`src/common/mia_pkg.sv`:
```
`default_nettype none
package mia_pkg;

    // =========================================================
    // Register byte addresses
    localparam logic [31:0] MIA_OFF_IRQ_STA = 32'hFFFF0000;
    localparam logic [31:0] MIA_OFF_IRQ_SIG = 32'hFFFF0004;
    localparam logic [31:0] MIA_OFF_IRQ_EN  = 32'hFFFF0008;
    localparam logic [31:0] MIA_OFF_IRQ_CLR = 32'hFFFF000C;
    localparam logic [31:0] MIA_OFF_FIQ_STA = 32'hFFFF0100;
    localparam logic [31:0] MIA_OFF_FIQ_SIG = 32'hFFFF0104;
    localparam logic [31:0] MIA_OFF_FIQ_EN  = 32'hFFFF0108;
    localparam logic [31:0] MIA_OFF_FIQ_CLR = 32'hFFFF010C;
    localparam logic [31:0] MIA_OFF_SEL     = 32'hFFFF0020;
    localparam logic [31:0] MIA_OFF_SWI     = 32'hFFFF0024;
    localparam logic [31:0] MIA_OFF_EVT_STA = 32'hFFFF0028;
    localparam logic [31:0] MIA_OFF_EVT_MSK = 32'hFFFF002C;

    // =========================================================
    // Field layout
    localparam int MIA_NSRC     = 23;
    localparam int MIA_BIT_ANY  = 0;
    localparam int MIA_BIT_SWI  = 1;
    localparam int MIA_BIT_EXT0 = 15;
    localparam int MIA_BIT_EXT1 = 18;
    localparam int MIA_BIT_EXT2 = 21;
    localparam int MIA_BIT_EXT3 = 22;
    localparam int MIA_BIT_PWM  = 23;
    localparam int MIA_SEL_W    = 5;
    localparam int MIA_EVT_W    = 2;
    localparam logic [31:0] MIA_IRQ_BITS = 32'h00FFFFFE;
    localparam logic [31:0] MIA_FIQ_BITS = 32'h00FFFFFF;

    // =========================================================
    // Reset values and bus answers
    localparam logic [31:0] MIA_EN_RST  = 32'h00000000;
    localparam logic [MIA_SEL_W-1:0] MIA_SEL_RST = 5'h00;
    localparam logic [MIA_EVT_W-1:0] MIA_EVT_RST = 2'h0;
    localparam logic [1:0]  MIA_RESP_OKAY   = 2'h0;
    localparam logic [1:0]  MIA_RESP_SLVERR = 2'h2;

    // On-chip peripheral request levels, same clock as the block
    typedef struct packed {
        logic pwm_sync;
        logic pwm_trip;
        logic pla_external_request_one;
        logic pla_external_request_zero;
        logic supply_monitor;
        logic comparator;
        logic uart;
        logic spi_master;
        logic spi_slave;
        logic i2c1_master;
        logic i2c0_master;
        logic i2c0_slave;
        logic pll_lock;
        logic adc;
        logic flash;
        logic watchdog;
        logic wakeup_timer;
        logic timer1;
        logic timer0;
    } mia_src_t;

    typedef struct packed {
        logic [3:0]           ext_s1;
        logic [3:0]           ext_s2;
        logic [3:0]           ext_s3;
        logic [3:0]           ext_q;
        logic [31:0]          irq_raw;
        logic [31:0]          fiq_raw;
        logic [31:0]          irq_en;
        logic [31:0]          fiq_en;
        logic                 software_interrupt;
        logic [MIA_SEL_W-1:0] sel;
        logic                 sel_hit;
        logic [MIA_EVT_W-1:0] evt_sta;
        logic [MIA_EVT_W-1:0] evt_msk;
        logic                 irq_out;
        logic                 fiq_out;
        logic                 aw_have;
        logic                 w_have;
        logic [31:0]          awaddr;
        logic [31:0]          wdata;
        logic [3:0]           wstrb;
        logic                 bvalid;
        logic [1:0]           bresp;
        logic                 rvalid;
        logic [31:0]          rdata;
        logic [1:0]           rresp;
    } mia_state_t;

endpackage : mia_pkg
`default_nettype wire

```
`src/rtl/mia_top.sv`:
```
`timescale 1ns/10ps
`default_nettype none

// Overview of operation
// - Take 23 sources, four from pins
// - Sources reach core as normal or fast
// - Twelve registers: two banks, select, software interrupt, event status and mask
// - Same bits per bank; bits 0 and 23 differ
// - Fast bit 0 ORs all sources
// - Bit 1 software interrupt, bits 2 to 14 fixed peripheral map
// - Masked status is raw AND enable
// - No priority encoder, no vectors
// - Normal line ORs all status bits
// - Raw register follows source levels, read-only
// - Enable one passes, zero blocks
// - Writing zero to enable changes nothing
// - Clear register drops only written ones
module mia_top
    import mia_pkg::*;
(
    // Clock and reset
    input  wire logic        aclk,
    input  wire logic        aresetn,
    // Interrupt sources
    input  wire mia_src_t    src,
    input  wire logic [3:0]  ext_req,
    // AXI4-Lite write address
    input  wire logic [31:0] s_axi_awaddr,
    input  wire logic [2:0]  s_axi_awprot,
    input  wire logic        s_axi_awvalid,
    output logic             s_axi_awready,
    // AXI4-Lite write data
    input  wire logic [31:0] s_axi_wdata,
    input  wire logic [3:0]  s_axi_wstrb,
    input  wire logic        s_axi_wvalid,
    output logic             s_axi_wready,
    // AXI4-Lite write response
    output logic [1:0]       s_axi_bresp,
    output logic             s_axi_bvalid,
    input  wire logic        s_axi_bready,
    // AXI4-Lite read address
    input  wire logic [31:0] s_axi_araddr,
    input  wire logic [2:0]  s_axi_arprot,
    input  wire logic        s_axi_arvalid,
    output logic             s_axi_arready,
    // AXI4-Lite read data
    output logic [31:0]      s_axi_rdata,
    output logic [1:0]       s_axi_rresp,
    output logic             s_axi_rvalid,
    input  wire logic        s_axi_rready,
    // Core side
    output logic             normal_interrupt_line,
    output logic             fast_interrupt_line,
    output logic             selected_source_active,
    output logic             event_irq
);

    // =========================================================
    // State
    mia_state_t st;
    mia_state_t next_st;

    logic [31:0] src_vec;
    logic [31:0] irq_sta;
    logic [31:0] fiq_sta;
    logic [31:0] wmask;
    logic [31:0] waddr;
    logic [31:0] raddr;
    logic        wr_go;
    logic        rd_go;
    logic [1:0]  evt_set;
    logic [1:0]  evt_clr;

    // =========================================================
    // Byte lanes of a write
    function automatic logic [31:0] lane_mask(input logic [3:0] strb);
        logic [31:0] m;
        m = 32'h00000000;
        for (int i = 0; i < 4; i++)
        begin
            m[i*8 +: 8] = {8{strb[i]}};
        end
        return m;
    endfunction : lane_mask

    // =========================================================
    // Combinational views of registered state
    always_comb
    begin
        irq_sta = st.irq_raw & st.irq_en;
        fiq_sta = st.fiq_raw & st.fiq_en;
    end

    // Bus views: word-aligned addresses and the lanes a write may touch
    always_comb
    begin
        wmask   = st.wdata & lane_mask(st.wstrb);
        waddr   = {st.awaddr[31:2], 2'b00};
        raddr   = {s_axi_araddr[31:2], 2'b00};
        // The answer waits for both halves of the write
        wr_go   = st.aw_have && st.w_have && !st.bvalid;
        rd_go   = s_axi_arvalid && !st.rvalid;
    end

    // =========================================================
    // Source bit map shared by both banks, bits 0 and 23 excepted
    always_comb
    begin
        src_vec               = 32'h00000000;
        src_vec[MIA_BIT_SWI]  = st.software_interrupt;
        src_vec[2]            = src.timer0;
        src_vec[3]            = src.timer1;
        src_vec[4]            = src.wakeup_timer;
        src_vec[5]            = src.watchdog;
        src_vec[6]            = src.flash;
        src_vec[7]            = src.adc;
        src_vec[8]            = src.pll_lock;
        src_vec[9]            = src.i2c0_slave;
        src_vec[10]           = src.i2c0_master;
        src_vec[11]           = src.i2c1_master;
        src_vec[12]           = src.spi_slave;
        src_vec[13]           = src.spi_master;
        src_vec[14]           = src.uart;
        src_vec[MIA_BIT_EXT0] = st.ext_q[0];
        src_vec[16]           = src.comparator;
        src_vec[17]           = src.supply_monitor;
        src_vec[MIA_BIT_EXT1] = st.ext_q[1];
        src_vec[19]           = src.pla_external_request_zero;
        src_vec[20]           = src.pla_external_request_one;
        src_vec[MIA_BIT_EXT2] = st.ext_q[2];
        src_vec[MIA_BIT_EXT3] = st.ext_q[3];
    end

    // =========================================================
    // Next state
    always_comb
    begin
        next_st = st;
        evt_set = MIA_EVT_RST;
        evt_clr = MIA_EVT_RST;

        // Pin requests: three stages, change accepted on agreement
        next_st.ext_s1 = ext_req;
        next_st.ext_s2 = st.ext_s1;
        next_st.ext_s3 = st.ext_s2;
        for (int i = 0; i < 4; i++)
        begin
            if (st.ext_s2[i] == st.ext_s3[i])
            begin
                next_st.ext_q[i] = st.ext_s3[i];
            end
        end

        // Raw views follow the levels; no latching, so a request
        // drops only when its peripheral clears it
        next_st.irq_raw = src_vec;
        next_st.irq_raw[MIA_BIT_PWM] = src.pwm_trip;
        next_st.fiq_raw = src_vec;
        next_st.fiq_raw[MIA_BIT_PWM] = src.pwm_sync;
        next_st.fiq_raw[MIA_BIT_ANY] =
            (|src_vec) | src.pwm_trip | src.pwm_sync;

        // Registered lines; software sorts priority from status
        next_st.irq_out = |irq_sta;
        next_st.fiq_out = |fiq_sta;
        // The raw bit picked by the select register, ORed across both banks, driven on selected_source_active
        next_st.sel_hit = st.irq_raw[st.sel] | st.fiq_raw[st.sel];

        // Events mark the rising step of each line only
        evt_set[0] = next_st.irq_out && !st.irq_out;
        evt_set[1] = next_st.fiq_out && !st.fiq_out;

        // =========================================================
        // Write channel: address and data taken in either order
        if (s_axi_awvalid && s_axi_awready)
        begin
            next_st.aw_have = 1'b1;
            next_st.awaddr  = s_axi_awaddr;
        end
        if (s_axi_wvalid && s_axi_wready)
        begin
            next_st.w_have = 1'b1;
            next_st.wdata  = s_axi_wdata;
            next_st.wstrb  = s_axi_wstrb;
        end

        if (wr_go)
        begin
            next_st.aw_have = 1'b0;
            next_st.w_have  = 1'b0;
            next_st.bvalid  = 1'b1;
            next_st.bresp   = MIA_RESP_OKAY;
            case (waddr)
                MIA_OFF_IRQ_EN:
                begin
                    // Zeros leave the mask alone
                    next_st.irq_en = st.irq_en
                        | (wmask & MIA_IRQ_BITS);
                end
                MIA_OFF_IRQ_CLR:
                begin
                    next_st.irq_en = st.irq_en & ~wmask;
                end
                MIA_OFF_FIQ_EN:
                begin
                    next_st.fiq_en = st.fiq_en
                        | (wmask & MIA_FIQ_BITS);
                end
                MIA_OFF_FIQ_CLR:
                begin
                    next_st.fiq_en = st.fiq_en & ~wmask;
                end
                MIA_OFF_SEL:
                begin
                    if (st.wstrb[0])
                    begin
                        next_st.sel = st.wdata[MIA_SEL_W-1:0];
                    end
                end
                MIA_OFF_SWI:
                begin
                    if (st.wstrb[0])
                    begin
                        next_st.software_interrupt = st.wdata[0];
                    end
                end
                MIA_OFF_EVT_MSK:
                begin
                    if (st.wstrb[0])
                    begin
                        next_st.evt_msk = st.wdata[MIA_EVT_W-1:0];
                    end
                end
                // Read-only registers ignore writes quietly
                MIA_OFF_IRQ_STA,
                MIA_OFF_IRQ_SIG,
                MIA_OFF_FIQ_STA,
                MIA_OFF_FIQ_SIG,
                MIA_OFF_EVT_STA:
                begin
                    next_st.bresp = MIA_RESP_OKAY;
                end
                default:
                begin
                    next_st.bresp = MIA_RESP_SLVERR;
                end
            endcase
        end
        else if (st.bvalid && s_axi_bready)
        begin
            next_st.bvalid = 1'b0;
        end

        // =========================================================
        // Read channel: one cycle to rvalid
        if (rd_go)
        begin
            next_st.rvalid = 1'b1;
            next_st.rresp  = MIA_RESP_OKAY;
            case (raddr)
                MIA_OFF_IRQ_STA:
                begin
                    next_st.rdata = irq_sta;
                end
                MIA_OFF_IRQ_SIG:
                begin
                    next_st.rdata = st.irq_raw;
                end
                MIA_OFF_IRQ_EN:
                begin
                    next_st.rdata = st.irq_en;
                end
                MIA_OFF_FIQ_STA:
                begin
                    next_st.rdata = fiq_sta;
                end
                MIA_OFF_FIQ_SIG:
                begin
                    next_st.rdata = st.fiq_raw;
                end
                MIA_OFF_FIQ_EN:
                begin
                    next_st.rdata = st.fiq_en;
                end
                // Clear registers are write-only and read as zero
                MIA_OFF_IRQ_CLR:
                begin
                    next_st.rdata = 32'h00000000;
                end
                MIA_OFF_FIQ_CLR:
                begin
                    next_st.rdata = 32'h00000000;
                end
                MIA_OFF_SEL:
                begin
                    next_st.rdata = {27'h0000000, st.sel};
                end
                MIA_OFF_SWI:
                begin
                    next_st.rdata = {31'h00000000, st.software_interrupt};
                end
                MIA_OFF_EVT_STA:
                begin
                    // The read itself clears what it returns
                    next_st.rdata = {30'h00000000, st.evt_sta};
                    evt_clr       = st.evt_sta;
                end
                MIA_OFF_EVT_MSK:
                begin
                    next_st.rdata = {30'h00000000, st.evt_msk};
                end
                default:
                begin
                    next_st.rdata = 32'h00000000;
                    next_st.rresp = MIA_RESP_SLVERR;
                end
            endcase
        end
        else if (st.rvalid && s_axi_rready)
        begin
            next_st.rvalid = 1'b0;
        end

        // A new event in the clearing cycle survives the read
        next_st.evt_sta = (st.evt_sta & ~evt_clr) | evt_set;
    end

    // =========================================================
    // Registers
    always_ff @(posedge aclk)
    begin
        if (!aresetn)
        begin
            // Enables start cleared: no source reaches either interrupt line until software opts in
            st         <= '0;
            st.irq_en  <= MIA_EN_RST;
            st.fiq_en  <= MIA_EN_RST;
            st.sel     <= MIA_SEL_RST;
            st.evt_sta <= MIA_EVT_RST;
            st.evt_msk <= MIA_EVT_RST;
        end
        else
        begin
            st <= next_st;
        end
    end

    // =========================================================
    // Outputs
    // Ready drops while a word is held, so a second write waits for the answer
    assign s_axi_awready = !st.aw_have && !st.bvalid;
    assign s_axi_wready  = !st.w_have && !st.bvalid;
    assign s_axi_bvalid  = st.bvalid;
    assign s_axi_bresp   = st.bresp;
    assign s_axi_arready = !st.rvalid;
    assign s_axi_rvalid  = st.rvalid;
    assign s_axi_rdata   = st.rdata;
    assign s_axi_rresp   = st.rresp;

    // =========================================================
    // Core side
    assign normal_interrupt_line  = st.irq_out;
    assign fast_interrupt_line    = st.fiq_out;
    assign selected_source_active = st.sel_hit;
    assign event_irq              = |(st.evt_sta & st.evt_msk);

endmodule : mia_top
`default_nettype wire

```
`config.mk`:
```
export PLATFORM = sky130hd
export DESIGN_NAME = mia_top
export DESIGN_NICKNAME = d
export VERILOG_FILES = /design/src/common/mia_pkg.sv /design/src/rtl/mia_top.sv
export SDC_FILE = /design/constraint.sdc
export NUM_CORES = 1
export LEC_CHECK = 0
export BUFFER_PORTS_ARGS = -buffer_cell sky130_fd_sc_hd__clkbuf_2
export CAP_MARGIN = 10
export CORE_MARGIN = 5
export CORE_UTILIZATION = 40
export CTS_CLUSTER_DIAMETER = 60
export DETAILED_ROUTE_END_ITERATION = 12
export HOLD_SLACK_MARGIN = 0.08
export PLACE_DENSITY = 0.63
export SLEW_MARGIN = 15
export SYNTH_ARGS = -nofsm -noshare
export SYNTH_HDL_FRONTEND = slang
export SYNTH_SLANG_ARGS = --single-unit
export TNS_END_PERCENT = 5
```
`constraint.sdc`:
```
create_clock -name aclk -period 3.66 [get_ports aclk]
set_clock_uncertainty 0.05 [all_clocks]
set_input_delay 0.732 -clock aclk [delete_from_list [all_inputs] [get_ports aclk]]
set_output_delay 0.732 -clock aclk [all_outputs]
set_load 0.01 [all_outputs]
```
Yosys cells after proc, flatten, opt, wreduce, memory -nomap -nowiden

Cells that the tools add are included.

Flip-flop bits (word level): 265
Bits in latches: 0
Bits in writable memories: 0
Memory bits (read-only): 0
Bits of input ports: 136
Output and inout port bits: 45
Word-level logic and storage cells: 123
Memories kept: 0

Add/sub/neg operators: 0
Multipliers: 0
Div/mod/pow operators: 0
Magnitude comparators: 1
Equality and inequality tests: 28
Shift operators: 0
Muxes and demuxes: 15
Bitwise operators: 16
Reductions and logical operators: 33

Operator list:

| kind                 | count |
|---|---|
| $eq 30x30->1 const B | 24 |
| $pmux 32 s10         | 1 |
| $and 32x32->32       | 5 |
| $pmux 32 s2          | 2 |
| $or 32x24->32        | 2 |
| $reduce_or 32->1     | 2 |
| $not 32->32          | 1 |
| $reduce_or 12->1     | 2 |
| $reduce_or 22->1     | 1 |
| $logic_and 1x1->1    | 11 |
| $bmux 1 s5           | 2 |
| $reduce_and 3->1     | 3 |
| $mux 2               | 4 |
| $reduce_bool 2->1    | 4 |
| $logic_not 1->1      | 6 |
| $lt 5x6->1 const B   | 1 |
| $mux 1               | 6 |
| $and 2x2->2          | 2 |
| $eq 1x1->1           | 4 |
| $reduce_and 2->1     | 2 |
| $reduce_or 2->1      | 2 |
| $or 1x1->1           | 3 |
| $not 2->2            | 1 |
| $or 2x2->2           | 1 |
| $not 1->1            | 1 |

Depth between registers and ports, before layout

Depth after elaboration: 6
Depth in mapped cells: 7
Mapped depth without buffers: 5

Worst setup path before layout

OpenSTA, ideal clock, no wires.

Kind: input to register
Start point: input port s_axi_araddr[9]
End point: register st, in the netlist s_axi_rdata[13]
Setup time: 74 ps
Arrival time: 2194 ps
Required time: 3536 ps
Path slack: 1342 ps
Cell stages on the path: 6
Buffers on the path: 1
Path through: nor4b_1 -> nand4b_1 -> nor4_4 -> nand4_1 -> clkbuf_1 -> o21ai_0

Longest elaborated chain between the ends: 2
Elaborated cells on any way between the ends: 11
Classes of those cells: 10 x eq/ne; 1 x mux

Ends and longest elaborated chain:

| what                   | line           | source |
|---|---|---|
| start: declaration     | mia_top.sv:42  | `input wire logic [31:0] s_axi_araddr,` |
| $eq 30x30->1           | mia_top.sv:260 | `case (raddr)` |
| $pmux 32 s10 *         | mia_top.sv:260 |  |
| end signal: assignment | mia_top.sv:344 | `st <= next_st;` |
| end: declaration       | mia_top.sv:60  | `mia_state_t st;` |

Mark *: on every way between the ends. The rest lies on a longest branch, timed or not.
A chain may end at the register's enable or synchronous reset.

==> out/metrics.cfg <==
[logic_synthesis]
synth_top_area_share_pct = 48.29
synthArstFlopShare_pct = 0
yosys.area_share.simple_pct = 17.82
yosys.area.top_type = dfxtp_1
synth_edf_count = 0
synth.most_common_cell = dfxtp_1
synth_top_family_by_area = compound AO/OA/AOI/OAI gates
synth_compound_area_share_pct = 20.87
syn_inst = 1030
synth_seq_cells = 222
synth-xor-area-share_pct = 0
synthTopCellsByArea = dfxtp_1 48%, nand2_1 8.9%, a21oi_1 5.2%, a311oi_1 4.5%, a31oi_1 3.5%
ys_seq_area_share_pct = 48.29
ys_warn_count = 0
synthMuxAreaShare_pct = 6.009
avgSynthCellArea_um2 = 8.936
synth.distinct_cells = 55
synth_ff_type = dfxtp_1
synthAdderAreaFrac_pct = 0
synth_top_cells_by_count = 222 x dfxtp_1, 219 x nand2_1, 95 x a21oi_1
netlist_area_um2 = 9204

[timing]
slew_violations = 0
finalSetupViolations = 0
period_share_pct = 63.73
rsz0062_at_grt = false
slew-limit-headroom_pct = 31.37
fin_setup_tns_ns = 0
worst_pin_slew_ns = 1.029
finalCriticalPeriod_ns = 2.332
fmax_mhz = 428.7
fin_ws_ns = 1.328
finalHoldViolations = 0

[setup_path]
startpoint_type = flop
cp-end-kind = flop
required_ns = 4.03
critPathMaxFanout = 13
critPathSlowestCell = nor4_4
path_class = reg -> reg
crit_family = simple AND/OR/NAND/NOR gates
worstPathArrival_ns = 2.70
critPathBufInv = 1
cp_slowest_stage_delay_ns = 0.52
crit_chain = nor4bb_1 -> nand3_1 -> nor4_4 -> buf_4 -> a31oi_1 -> a311oi_1

[power]
combPwrFrac_pct = 6.6
pwr-share-clk_pct = 45.6
netSwitchingFraction_pct = 23.86
power_uw = 5396
p_int_uw = 4108
switchingPower_uw = 1288
leakagePower_uw = 0.004078
seqPwrFrac_pct = 47.8
max-vdd-ir-drop_mv = 0.2638
power_density_nw_per_um2 = 503.8

[clock_network]
cts_root_buffer = clkbuf_16
path_clk_slew_ns = 0.06
cts_hold_buf = 0
cts_resized = 0
clock_path_buffers = 3
htreeDepth = 1
cts_tree = yes
post_cts_buffers = 0
cts.sinks = 222
cts_buffers = 25
clk_latency_ns = 0.52

[flow_run]
drv_cap = 0

[grt]
grt_use_total_pct = 18.47
grt_overflow = 0
grt_max_degree = 129
antenna_found_initial = 0
grt_pass1_vias = 7476
grt_pass1_wl_mm = 40.09

[routing]
wl_met3_mm = 2.024
post_drt_via_cell_ratio = 5.533
drc_errors = 0
firstDrtPassIters = 5
avgRoutedWirePerCell_um = 17.77
routed_wl_mm = 25.29
m1WireLength_mm = 12.24
top_layer_used = met4
dr_wl_met2_mm = 10.59
drtIter0Drc = 491
antenna_left = 0
vias = 7873

[floorplan]
design.core.area_um2 = 22640
ios = 181
die_h_um = 161.7
die_w_um = 161.7
start_util_pct = 40.65
dieArea_um2 = 26140
rows = 55

[place]
place_worst_setup_slack_ns = 0.9917
portBuffers = 168
placed_cells_incl_taps = 1380
dp_hpwl_mm = 17.86
place.gp.congestion = 0.9035

[final_layout]
n_fill_cell = 2215
utilization_pct = 47.30
drive_gt1_share_pct = 22.76
multi_input_area_um2 = 4124
final_net_count = 1258
seq_area_um2 = 4444
areaGrowthSynthToFinish_pct = 16.35
n_antenna_cell = 0
fin_cells = 1423

[min_path]
min-delay-path-class = in -> reg

[outcome]
status = completed

==> final timing paths <==
kind / start / depth (start not counted) / to / slack, ns
worst max-delay path: st[90] / 6 / flop / 1.33
worst max register to register: st[90] / 6 / flop / 1.33
worst min-delay path: s_axi_rready / 2 / s_axi_rvalid / 0.34
worst min register to register: next_st[260] / 1 / next_st[256] / 0.38
==> metal layers <==
| metal | vias to the layer above | GRT usage, % |
|---|---|---|
| met3 | 34 | 4.390 |
| met4 | 0 | 4.268 |
| met1 | 3679 | 27.28 |
| met2 | 282 | 27.46 |
| met5 | - | 0 |
| li1 | 3878 | - |
==> logic make-up (layout without fill, tap and decap cells) <==
family	Yosys count	count (layout)
DFF	222	222
muxes	45	45
AOI/OAI and AO/OA	301	301
other	1	2
buffers and inverters	123	230
and+or+nand+nor	338	338
==> placed cells by master, fill, tap and decap left out, types with 5 or more instances in the layout <==
cell type	n
nor3_1	5
nor2_1	12
a21oi_1	95
inv_1	6
a22oi_1	23
nand3_1	5
nor4_1	9
mux2_2	22
nor2b_1	5
o21ai_0	38
mux4_2	6
nand2_1	219
and2_1	45
nand4_1	12
a311oi_1	47
buf_4	11
clkbuf_2	168
clkbuf_16	25
o22ai_1	18
mux2i_1	17
a31oi_1	52
dfxtp_1	222
o211ai_1	7
==> area by class of cell <==
type	count	area share, %
Tap cell	285	3.330
Inverter	7	0.2687
Multi-Input combinational cell	686	38.51
Sequential cell	222	41.50
Timing Repair Buffer	180	8.809
Clock inverter	10	1.087
Clock buffer	33	6.496
==> worst reg2reg max path, cell delays in order, from the launching register on <==
cell and delay, ns:
dfxtp_1 0.31, nor4bb_1 0.37, nand3_1 0.31, nor4_4 0.52, buf_4 0.29, a31oi_1 0.10, a311oi_1 0.27
==> per-stage QoR <==
stage / hold slack [ns] / area, µm²
CTS: 0.3279 / 10710
global route: 0.3472 / 10710
floorplan: 0.3613 / 9208
finish: 0.3421 / 10710
detailed placement: 0.3702 / 9897
global placement: 0.3689 / 9897
==> power by group through the flow <==
stage | registers [µW] | logic [µW] | clock network, µW
finish | 2580 | 357 | 2460
global route | 2590 | 401 | 2620
CTS | 2580 | 363 | 2520
detailed placement | 2630 | 361 | 0
global placement | 2630 | 359 | 0
floorplan | 2590 | 239 | 0
(Power assumes the default switching activity.)
